**config.mk**
```make
export PLATFORM = sky130hd
export DESIGN_NAME = drive_monitor_status_bank
export DESIGN_NICKNAME = d
export VERILOG_FILES = /design/src/rtl/drive_monitor_pkg.sv /design/src/rtl/drive_monitor_tick.sv /design/src/rtl/drive_monitor_status_bank.sv
export VERILOG_INCLUDE_DIRS = /design/src /design/src/rtl
export SDC_FILE = /design/constraint.sdc
export NUM_CORES = 1
export LEC_CHECK = 0
export ABC_AREA = 0
export BUFFER_PORTS_ARGS = -buffer_cell sky130_fd_sc_hd__buf_4
export CAP_MARGIN = 40
export CORE_MARGIN = 4
export CORE_UTILIZATION = 45
export CTS_BUF_LIST = sky130_fd_sc_hd__clkbuf_4 sky130_fd_sc_hd__clkbuf_8
export DETAILED_ROUTE_END_ITERATION = 10
export PLACE_DENSITY = 0.76
export RECOVER_POWER = 25
export SYNTH_ARGS = -nofsm -noshare
export SYNTH_HDL_FRONTEND = slang
export SYNTH_SLANG_ARGS = --single-unit
```
**constraint.sdc**
```tcl
create_clock -name i_clk -period 10 [get_ports i_clk]
set_input_delay 0.5 -clock i_clk [delete_from_list [all_inputs] [get_ports i_clk]]
set_output_delay 0.5 -clock i_clk [all_outputs]
set_load 0.005 [all_outputs]
```
**src/rtl/drive_monitor_map.svh**
```systemverilog
`ifndef DRIVE_MONITOR_MAP_SVH
`define DRIVE_MONITOR_MAP_SVH

// register indices; byte address is four times the index
`define IDX_REGEN_LOAD_RATE       20'h0E00B
`define IDX_POWERUP_TIME_TOTAL    20'h0E00E
`define IDX_INDEX_PULSE_COUNT     20'h0E017
`define IDX_INDEX_PULSE_ONEWAY    20'h0E018
`define IDX_STATUS_WORD_ONE       20'h0E02A
`define IDX_CONTROL               20'h0E100
`define IDX_SPEED_THRESHOLD       20'h0E101
`define IDX_IRQ_STATUS            20'h0E102
`define IDX_IRQ_MASK              20'h0E103

// control register fields and reset values
`define CTRL_INDEX_COUNT_EN_BIT   0
`define CTRL_RESET                32'h0000_0000
`define SPEED_THRESHOLD_RESET     16'h0000
`define IRQ_MASK_RESET            3'h0

// interrupt status bits
`define IRQ_INDEX_PULSE_BIT       0
`define IRQ_COUNT_CLEARED_BIT     1
`define IRQ_REGEN_WINDOW_BIT      2
`define IRQ_WIDTH                 3

// timing
`define CLK_PERIOD_NS             10
`define TENTH_S_NS                100000000
`define TENTH_S_CYCLES            (`TENTH_S_NS / `CLK_PERIOD_NS)
`define REGEN_WINDOW_S            10
`define REGEN_WINDOW_TICKS        (`REGEN_WINDOW_S * 10)

`endif

```
**src/rtl/drive_monitor_pkg.sv**
```systemverilog
package drive_monitor_pkg;

   // register selected by a bus address
   typedef enum logic [3:0] {
      SEL_REGEN,
      SEL_POWERUP,
      SEL_INDEX,
      SEL_ONEWAY,
      SEL_STATUS1,
      SEL_CONTROL,
      SEL_THRESHOLD,
      SEL_IRQ_STATUS,
      SEL_IRQ_MASK,
      SEL_NONE
   } reg_sel_e;

   typedef logic [1:0] axi_resp_t;

   localparam axi_resp_t RESP_OKAY   = 2'h0;
   localparam axi_resp_t RESP_SLVERR = 2'h2;

endpackage

```
**src/rtl/drive_monitor_tick.sv**
```systemverilog
`timescale 1ns/1ps

// one-cycle pulse every CYCLES clocks
module drive_monitor_tick #(
   parameter int unsigned CYCLES = 10000000
) (
   input  wire logic i_clk,
   input  wire logic i_sys_rst,
   output logic      o_tick
);
   localparam int unsigned CW = (CYCLES > 1) ? $clog2(CYCLES) : 1;
   localparam logic [CW-1:0] LAST = CW'(CYCLES - 1);

   logic [CW-1:0] cnt_q;
   wire           at_last = (cnt_q == LAST);

   // free running divider from the system clock
   always_ff @(posedge i_clk) begin
      if (i_sys_rst) begin
         cnt_q  <= '0;
         o_tick <= 1'b0;
      end else begin
         cnt_q  <= at_last ? '0 : cnt_q + 1'b1;
         o_tick <= at_last;
      end
   end
endmodule

```
**src/rtl/drive_monitor_status_bank.sv**
```systemverilog
// What this block does
// - regen load rate in percent over last 10 s, accumulating only above threshold.
// - running time counts in 0.1 s units once main voltage is established.
// - running time is held as one 32-bit value.
// - up to one hour drift allowed after many rapid power cycles.
// - absolute index counter counts every index pulse, either direction.
// - both index counters zero at power-up and on up plus down keys.
// - second index counter counts one direction only.
// - index pulses counted only while index count enable equals one.
// - status word bits 0 to 13 show the listed drive flags.
// - speed mode: bit 6 set when speed command exceeds threshold.
//
// The AXI4-Lite register port was decided locally.
`timescale 1ns/1ps
`include "drive_monitor_map.svh"

module drive_monitor_status_bank
   import drive_monitor_pkg::*;
#(
   parameter int unsigned TICK_CYCLES = `TENTH_S_CYCLES,
   parameter int unsigned ADDR_W      = 20
) (
   input  wire logic              i_clk,
   input  wire logic              i_sys_rst,
   // axi4-lite slave
   input  wire logic [ADDR_W-1:0] i_awaddr,
   input  wire logic              i_awvalid,
   output logic                   o_awready,
   input  wire logic [31:0]       i_wdata,
   input  wire logic [3:0]        i_wstrb,
   input  wire logic              i_wvalid,
   output logic                   o_wready,
   output logic [1:0]             o_bresp,
   output logic                   o_bvalid,
   input  wire logic              i_bready,
   input  wire logic [ADDR_W-1:0] i_araddr,
   input  wire logic              i_arvalid,
   output logic                   o_arready,
   output logic [31:0]            o_rdata,
   output logic [1:0]             o_rresp,
   output logic                   o_rvalid,
   input  wire logic              i_rready,
   // drive signals
   input  wire logic              i_mains_ok,
   input  wire logic              i_regen_active,
   input  wire logic [7:0]        i_regen_pct,
   input  wire logic              i_index_pulse,
   input  wire logic              i_index_fwd,
   input  wire logic              i_init_done,
   input  wire logic              i_servo_on_req,
   input  wire logic              i_dyn_brake,
   input  wire logic              i_motor_dir,
   input  wire logic              i_speed_loop_mode,
   input  wire logic              i_speed_mode,
   input  wire logic [15:0]       i_speed_cmd,
   input  wire logic              i_max_torque,
   input  wire logic              i_full_closed_loop,
   input  wire logic              i_aux_connector_5v,
   input  wire logic              i_key_mode,
   input  wire logic              i_key_up,
   input  wire logic              i_key_down,
   input  wire logic              i_key_set,
   output logic                   o_irq
);
   localparam logic [15:0] WINDOW_TICKS = 16'(`REGEN_WINDOW_TICKS);
   localparam logic [6:0]  WINDOW_LAST  = 7'(`REGEN_WINDOW_TICKS - 1);

   // register decode on word index; misaligned or unknown goes to none
   function automatic reg_sel_e decode(input logic [ADDR_W-1:0] a);
      logic [ADDR_W-1:0] idx;
      idx = {2'b00, a[ADDR_W-1:2]};
      if (a[1:0] != 2'b00)                          return SEL_NONE;
      if (idx == ADDR_W'(`IDX_REGEN_LOAD_RATE))     return SEL_REGEN;
      if (idx == ADDR_W'(`IDX_POWERUP_TIME_TOTAL))  return SEL_POWERUP;
      if (idx == ADDR_W'(`IDX_INDEX_PULSE_COUNT))   return SEL_INDEX;
      if (idx == ADDR_W'(`IDX_INDEX_PULSE_ONEWAY))  return SEL_ONEWAY;
      if (idx == ADDR_W'(`IDX_STATUS_WORD_ONE))     return SEL_STATUS1;
      if (idx == ADDR_W'(`IDX_CONTROL))             return SEL_CONTROL;
      if (idx == ADDR_W'(`IDX_SPEED_THRESHOLD))     return SEL_THRESHOLD;
      if (idx == ADDR_W'(`IDX_IRQ_STATUS))          return SEL_IRQ_STATUS;
      if (idx == ADDR_W'(`IDX_IRQ_MASK))            return SEL_IRQ_MASK;
      return SEL_NONE;
   endfunction

   // byte-lane merge for writable words
   function automatic logic [31:0] merge(input logic [31:0] old, input logic [31:0] nw,
                                         input logic [3:0] strb);
      logic [31:0] r;
      r = old;
      for (int b = 0; b < 4; b++) begin
         if (strb[b]) begin
            r[b*8 +: 8] = nw[b*8 +: 8];
         end
      end
      return r;
   endfunction

   // 0.1 s time base
   logic tick;
   drive_monitor_tick #(
      .CYCLES (TICK_CYCLES)
   ) u_tick (
      .i_clk     (i_clk),
      .i_sys_rst (i_sys_rst),
      .o_tick    (tick)
   );

   // ---------------- bus slave state ----------------
   logic [ADDR_W-1:0] awaddr_q;
   logic [31:0]       wdata_q;
   logic [3:0]        wstrb_q;
   logic [31:0]       ctrl_q;
   logic [15:0]       thr_q;
   logic [2:0]        irq_stat_q;
   logic [2:0]        irq_mask_q;

   wire       aw_take   = i_awvalid & o_awready;
   wire       w_take    = i_wvalid & o_wready;
   wire       b_done    = o_bvalid & i_bready;
   wire       ar_take   = i_arvalid & o_arready;
   wire       r_done    = o_rvalid & i_rready;
   // both halves captured, response not yet raised
   wire       do_write  = ~o_awready & ~o_wready & ~o_bvalid;
   wire reg_sel_e wsel  = decode(awaddr_q);
   wire reg_sel_e rsel  = decode(i_araddr);
   wire       wr_ctrl   = do_write & (wsel == SEL_CONTROL);
   wire       wr_thr    = do_write & (wsel == SEL_THRESHOLD);
   wire       wr_istat  = do_write & (wsel == SEL_IRQ_STATUS);
   wire       wr_imask  = do_write & (wsel == SEL_IRQ_MASK);
   wire [31:0] wmask    = {{8{wstrb_q[3]}}, {8{wstrb_q[2]}}, {8{wstrb_q[1]}}, {8{wstrb_q[0]}}};
   wire       index_en  = ctrl_q[`CTRL_INDEX_COUNT_EN_BIT];

   // ---------------- regenerative load ----------------
   logic [15:0] regen_sum_q;
   logic [6:0]  regen_tick_q;
   logic [15:0] regen_rate_q;
   wire  [15:0] regen_sample = i_regen_active ? {8'h00, i_regen_pct} : 16'h0000;
   wire  [15:0] regen_sum_d  = regen_sum_q + regen_sample;
   wire         win_end      = tick & (regen_tick_q == WINDOW_LAST);

   // window sum; rate refreshed only when a 10 s window closes
   always_ff @(posedge i_clk) begin
      if (i_sys_rst) begin
         regen_sum_q  <= 16'h0000;
         regen_tick_q <= 7'h00;
         regen_rate_q <= 16'h0000;
      end else if (tick) begin
         regen_tick_q <= win_end ? 7'h00 : regen_tick_q + 7'h01;
         regen_sum_q  <= win_end ? 16'h0000 : regen_sum_d;
         if (win_end) begin
            regen_rate_q <= regen_sum_d / WINDOW_TICKS;
         end
      end
   end

   // ---------------- power-up time ----------------
   // sub-tick remainder is lost at each power cut, hence the drift
   logic [31:0] powerup_q;
   always_ff @(posedge i_clk) begin
      if (i_sys_rst) begin
         powerup_q <= 32'h0000_0000;
      end else if (tick & i_mains_ok) begin
         powerup_q <= powerup_q + 32'h0000_0001;
      end
   end

   // ---------------- index pulse counters ----------------
   logic        combo_q;
   logic [15:0] index_q;
   logic [15:0] oneway_q;
   wire         key_combo = i_key_up & i_key_down;
   wire         key_clear = key_combo & ~combo_q;
   wire         count_abs = i_index_pulse & index_en;
   wire         count_one = count_abs & i_index_fwd;
   wire  [15:0] index_base  = key_clear ? 16'h0000 : index_q;
   wire  [15:0] oneway_base = key_clear ? 16'h0000 : oneway_q;

   // clear and an enabled pulse in one cycle leave index_q at one, and oneway_q at one only for a forward pulse
   always_ff @(posedge i_clk) begin
      if (i_sys_rst) begin
         combo_q  <= 1'b0;
         index_q  <= 16'h0000;
         oneway_q <= 16'h0000;
      end else begin
         combo_q  <= key_combo;
         index_q  <= index_base + {15'h0000, count_abs};
         oneway_q <= oneway_base + {15'h0000, count_one};
      end
   end

   // ---------------- status word one ----------------
   logic [15:0] status1_q;
   wire         speed_over = i_speed_mode & (i_speed_cmd > thr_q);
   wire  [15:0] status1_d  = {2'b00, i_key_set, i_key_down, i_key_up, i_key_mode,
                              i_aux_connector_5v, i_full_closed_loop,
                              i_max_torque, speed_over, i_speed_loop_mode, i_motor_dir,
                              i_dyn_brake, i_servo_on_req, i_init_done, i_mains_ok};

   always_ff @(posedge i_clk) begin
      if (i_sys_rst) begin
         status1_q <= 16'h0000;
      end else begin
         status1_q <= status1_d;
      end
   end

   // ---------------- interrupts ----------------
   wire [2:0] irq_event  = {win_end, key_clear, count_abs};
   wire [2:0] irq_clear  = wr_istat ? (wdata_q[2:0] & wmask[2:0]) : 3'h0;
   // a new event wins over a write-one-to-clear in the same cycle
   wire [2:0] irq_stat_d = (irq_stat_q & ~irq_clear) | irq_event;

   always_ff @(posedge i_clk) begin
      if (i_sys_rst) begin
         irq_stat_q <= 3'h0;
         o_irq      <= 1'b0;
      end else begin
         irq_stat_q <= irq_stat_d;
         o_irq      <= |(irq_stat_d & irq_mask_q);
      end
   end

   // ---------------- writable registers ----------------
   wire [31:0] ctrl_w  = merge(ctrl_q, wdata_q, wstrb_q);
   wire [31:0] thr_w   = merge({16'h0000, thr_q}, wdata_q, wstrb_q);
   wire [31:0] imask_w = merge({29'h0, irq_mask_q}, wdata_q, wstrb_q);

   always_ff @(posedge i_clk) begin
      if (i_sys_rst) begin
         ctrl_q     <= `CTRL_RESET;
         thr_q      <= `SPEED_THRESHOLD_RESET;
         irq_mask_q <= `IRQ_MASK_RESET;
      end else begin
         if (wr_ctrl)  ctrl_q     <= {31'h0, ctrl_w[0]};
         if (wr_thr)   thr_q      <= thr_w[15:0];
         if (wr_imask) irq_mask_q <= imask_w[2:0];
      end
   end

   // ---------------- write channel ----------------
   // monitored words are read-only; writes to them are accepted and dropped
   wire axi_resp_t wresp = (wsel == SEL_NONE) ? RESP_SLVERR : RESP_OKAY;

   always_ff @(posedge i_clk) begin
      if (i_sys_rst) begin
         o_awready <= 1'b1;
         o_wready  <= 1'b1;
         o_bvalid  <= 1'b0;
         o_bresp   <= RESP_OKAY;
         awaddr_q  <= '0;
         wdata_q   <= 32'h0000_0000;
         wstrb_q   <= 4'h0;
      end else begin
         if (aw_take) begin
            awaddr_q  <= i_awaddr;
            o_awready <= 1'b0;
         end else if (b_done) begin
            o_awready <= 1'b1;
         end
         if (w_take) begin
            wdata_q  <= i_wdata;
            wstrb_q  <= i_wstrb;
            o_wready <= 1'b0;
         end else if (b_done) begin
            o_wready <= 1'b1;
         end
         if (do_write) begin
            o_bvalid <= 1'b1;
            o_bresp  <= wresp;
         end else if (b_done) begin
            o_bvalid <= 1'b0;
         end
      end
   end

   // ---------------- read channel ----------------
   // read mux has no side effects on any counter or flag
   logic [31:0] rmux;
   always_comb begin
      rmux = 32'h0000_0000;
      unique case (rsel)
         SEL_REGEN:      rmux = {16'h0000, regen_rate_q};
         SEL_POWERUP:    rmux = powerup_q;
         SEL_INDEX:      rmux = {16'h0000, index_q};
         SEL_ONEWAY:     rmux = {16'h0000, oneway_q};
         SEL_STATUS1:    rmux = {16'h0000, status1_q};
         SEL_CONTROL:    rmux = ctrl_q;
         SEL_THRESHOLD:  rmux = {16'h0000, thr_q};
         SEL_IRQ_STATUS: rmux = {29'h0, irq_stat_q};
         SEL_IRQ_MASK:   rmux = {29'h0, irq_mask_q};
         SEL_NONE:       rmux = 32'h0000_0000;
      endcase
   end

   always_ff @(posedge i_clk) begin
      if (i_sys_rst) begin
         o_arready <= 1'b1;
         o_rvalid  <= 1'b0;
         o_rdata   <= 32'h0000_0000;
         o_rresp   <= RESP_OKAY;
      end else if (ar_take) begin
         o_arready <= 1'b0;
         o_rvalid  <= 1'b1;
         o_rdata   <= rmux;
         o_rresp   <= (rsel == SEL_NONE) ? RESP_SLVERR : RESP_OKAY;
      end else if (r_done) begin
         o_arready <= 1'b1;
         o_rvalid  <= 1'b0;
      end
   end
endmodule

```
==> results.cfg <==
[sta]
worst_slew_pin_slew_ns = 2.33
timing.fmax_mhz = 128
fin_crit_sh = 0.783
tns_ns = 0
setup_violations = 0
finalWorstSetupSlack_ns = 2.17
post-route-min-period_ns = 7.83
hold_viol_final = 0
slew-limit-headroom = -0.552
fin_skew_ns = 0.0215
slew_violations = 144
grt_setup_unrepaired = false

[finish]
n_antenna_cell = 0
final_core_util = 0.536
fin_cells = 2139
drive_gt1_frac = 0.161
syn_to_final_growth_pct = 16.4
layout.nets = 1894
layout_commonest_cell = dfxtp_1
final_cell_mix = 238 x dfxtp_1, 211 x nand2_1, 195 x nor2_1
fill_cells = 2630

[logic_synthesis]
syn_inst = 1622
seq_area_frac_synth = 0.368
ys_async_sr_fraction = 0
synth.avg_cell_area_um2 = 7.98
synth_edf_count = 0
ys_seq_elements = 238
yosysWarnings = 0
yosysUniqueCellTypes = 99
synthFlopType = dfxtp_1
synth_area_um2 = 12900

[floorplanning]
die_x_um = 178
die_area_um2 = 31600
core_um2 = 28100
die_y_um = 178
placementRows = 61
io_pins = 166
start_util = 0.461

[critical_path]
regToRegStartpoint = regen_sum_q[0]$_SDFFE_PP0P_
startpoint_type = flop
worstSetupEndpointType = flop
r2r_end = regen_rate_q[0]$_SDFFE_PP0P_
crit_arrival_ns = 8.19
worstPathMaxFanout = 9
r2r_slack_ns = 2.17
critical_path_class = reg -> reg
reg2reg_depth = 26
required_ns = 10.36

[hold_path]
holdPathEnd = status1_q[3]$_SDFF_PP0_
min_path_cells = 2
min_from = i_dyn_brake
hold_class = in -> reg

[drt]
wire_per_inst_um = 15.6
vias_per_cell = 5.72
drt_iter0_markers = 1056
route.detailed.drc = 0
drtAntennaViolNets = 0
drt_pass1_iterations = 5
wirelength_um = 33300
vias = 12241

[placed_design]
dp_slack_ns = 1.88
dp.cells = 2074
numPortBuffers = 145
dp_hpwl_um = 24200
gp_congestion = 0.865

[global_route]
grt_pass1_vias = 11315
grt_pass1_wl_um = 54400
grt-ovfl-total = 0
grt_usage = 0.204
antenna_found_initial = 0
grt_max_degree = 54

[clock_tree]
cts-root-buf = clkbuf_8
post_cts_resize_count = 0
cts_buffers = 40
cts.sinks = 238
h-tree-depth = 2
cts_setup_buffers = 0
cts_tree = done
cts_hold_repair.buffers = 0
path_clk_slew_ns = 0.05
clkLatencyLatePin_ns = 0.55
clockBufferDepth = 3

[power_and_ir_drop]
irDropWorstVdd_mv = 0.0648
leakagePower_nw = 5.86
power_density_nw_per_um2 = 134

[flow_run]
drv_cap = 4

[status]
violations = capacitance limit, slew limit
outcome = complete, but fails checks
==> synthesized netlist by cell type, types with 8 or more instances <==
master | count | area [um^2]
nand2b_1 | 8 | 50.1
xor2_1 | 54 | 473
ha_1 | 31 | 388
a21oi_1 | 135 | 676
and2_1 | 26 | 163
nand2_1 | 211 | 792
buf_2 | 8 | 40.0
o22ai_1 | 8 | 50.1
a211oi_1 | 19 | 143
or3_1 | 21 | 131
mux2i_1 | 18 | 180
or2_2 | 9 | 56.3
nor2b_1 | 23 | 144
nor4_1 | 12 | 75.1
xnor2_1 | 35 | 307
nand4_1 | 28 | 175
o21ai_0 | 58 | 290
a21o_1 | 12 | 90.1
inv_1 | 37 | 139
nor3_1 | 30 | 150
a22oi_1 | 28 | 210
dfxtp_1 | 238 | 4760
o211a_1 | 9 | 90.1
o211ai_1 | 13 | 97.6
o21ai_1 | 8 | 40.0
nor2_1 | 195 | 732
nand3_1 | 80 | 400
clkbuf_1 | 69 | 259
a221o_1 | 14 | 140
a221oi_1 | 12 | 105
and3_1 | 30 | 188
==> cell type report <==
type	instances	area (um^2)	share of cell area
clock buffer	61	777	0.0516
clock inverter	4	32.5	0.00216
inverter	39	146	0.00972
multi-input combinational	1258	7680	0.510
tap	378	473	0.0314
sequential	238	4760	0.316
timing repair buffer	161	1190	0.0790
==> where the power goes <==
group          switching (mW)  leakage, nW  internal [mW]
clock                   0.384        0.427          0.494
sequential             0.0152         1.93          0.969
combinational          0.0847         3.50         0.0694
==> flip-flops by register name, summed over array words and instances (netlist names), 2 cells and up <==
register and cells:
oneway_q 16, awaddr_q 20, regen_rate_q 10, wstrb_q 2
index_q 16, irq_mask_q 3, status1_q 14, regen_tick_q 7
regen_sum_q 16, irq_stat_q 3, u_tick.cnt_q 24, o_rdata 32
wdata_q 16, powerup_q 32, thr_q 16
==> logic make-up (layout without fill, tap and decap cells) <==
kind of cell / after synthesis / after routing / synth area share
compound gates: 399 / 399 / 0.216
flops: 238 / 238 / 0.368
xor+xnor: 92 / 92 / 0.0640
buf+inv: 127 / 265 / 0.0406
mux: 22 / 22 / 0.0174
simple gates: 711 / 711 / 0.263
fa+ha+maj: 32 / 32 / 0.0315
other cells: 1 / 2 / 0.000290
==> metrics by stage <==
stage | cell area [um^2] | hold slack (ns) | power, mW
global route | 15100 | 0.160 | 2.10
finish | 15100 | 0.171 | 2.02
floorplan | 13000 | 0.426 | 1.09
CTS | 15100 | 0.147 | 2.04
global placement | 14200 | 0.441 | 1.15
detailed placement | 14300 | 0.446 | 1.16
==> critical path, stage by stage (launching register included) <==
cell,delay (ns)
dfxtp_1,0.31
ha_1,0.23
fa_1,0.43
a211o_1,0.35
a211oi_1,0.35
nor3b_1,0.15
nor2_1,0.39
nand3_1,0.28
a211oi_2,0.51
inv_2,0.09
a221o_1,0.34
nor3_2,0.35
nor2_2,0.13
a21boi_2,0.25
nor3_1,0.11
or4_4,0.51
and2_1,0.24
o311ai_1,0.30
a211o_1,0.40
mux2i_1,0.28
o22ai_2,0.11
nor2_1,0.47
a31oi_1,0.23
o32ai_1,0.33
nand4_1,0.12
and4bb_1,0.30
a211oi_2,0.07
==> worst max path at each step <==
stage	from	end
floorplan	i_regen_pct[0]	regen_rate_q[0]$_SDFFE_PP0P_
global placement	i_regen_active	regen_rate_q[0]$_SDFFE_PP0P_
detailed placement	i_regen_active	regen_rate_q[0]$_SDFFE_PP0P_
CTS	regen_sum_q[0]$_SDFFE_PP0P_	regen_rate_q[0]$_SDFFE_PP0P_
global route	regen_sum_q[0]$_SDFFE_PP0P_	regen_rate_q[0]$_SDFFE_PP0P_
finish	regen_sum_q[0]$_SDFFE_PP0P_	regen_rate_q[0]$_SDFFE_PP0P_
==> routing by layer <==
| metal | up-vias | part of all wire | global-route usage |
|---|---|---|---|
| li1 | 6041 | - | - |
| met1 | 5791 | 0.42 | 0.258 |
| met2 | 352 | 0.49 | 0.357 |
| met3 | 57 | 0.060 | 0.0300 |
| met4 | 0 | 0.024 | 0.0645 |
| met5 | - | 0 | 0 |
(Power assumes the default switching activity.)
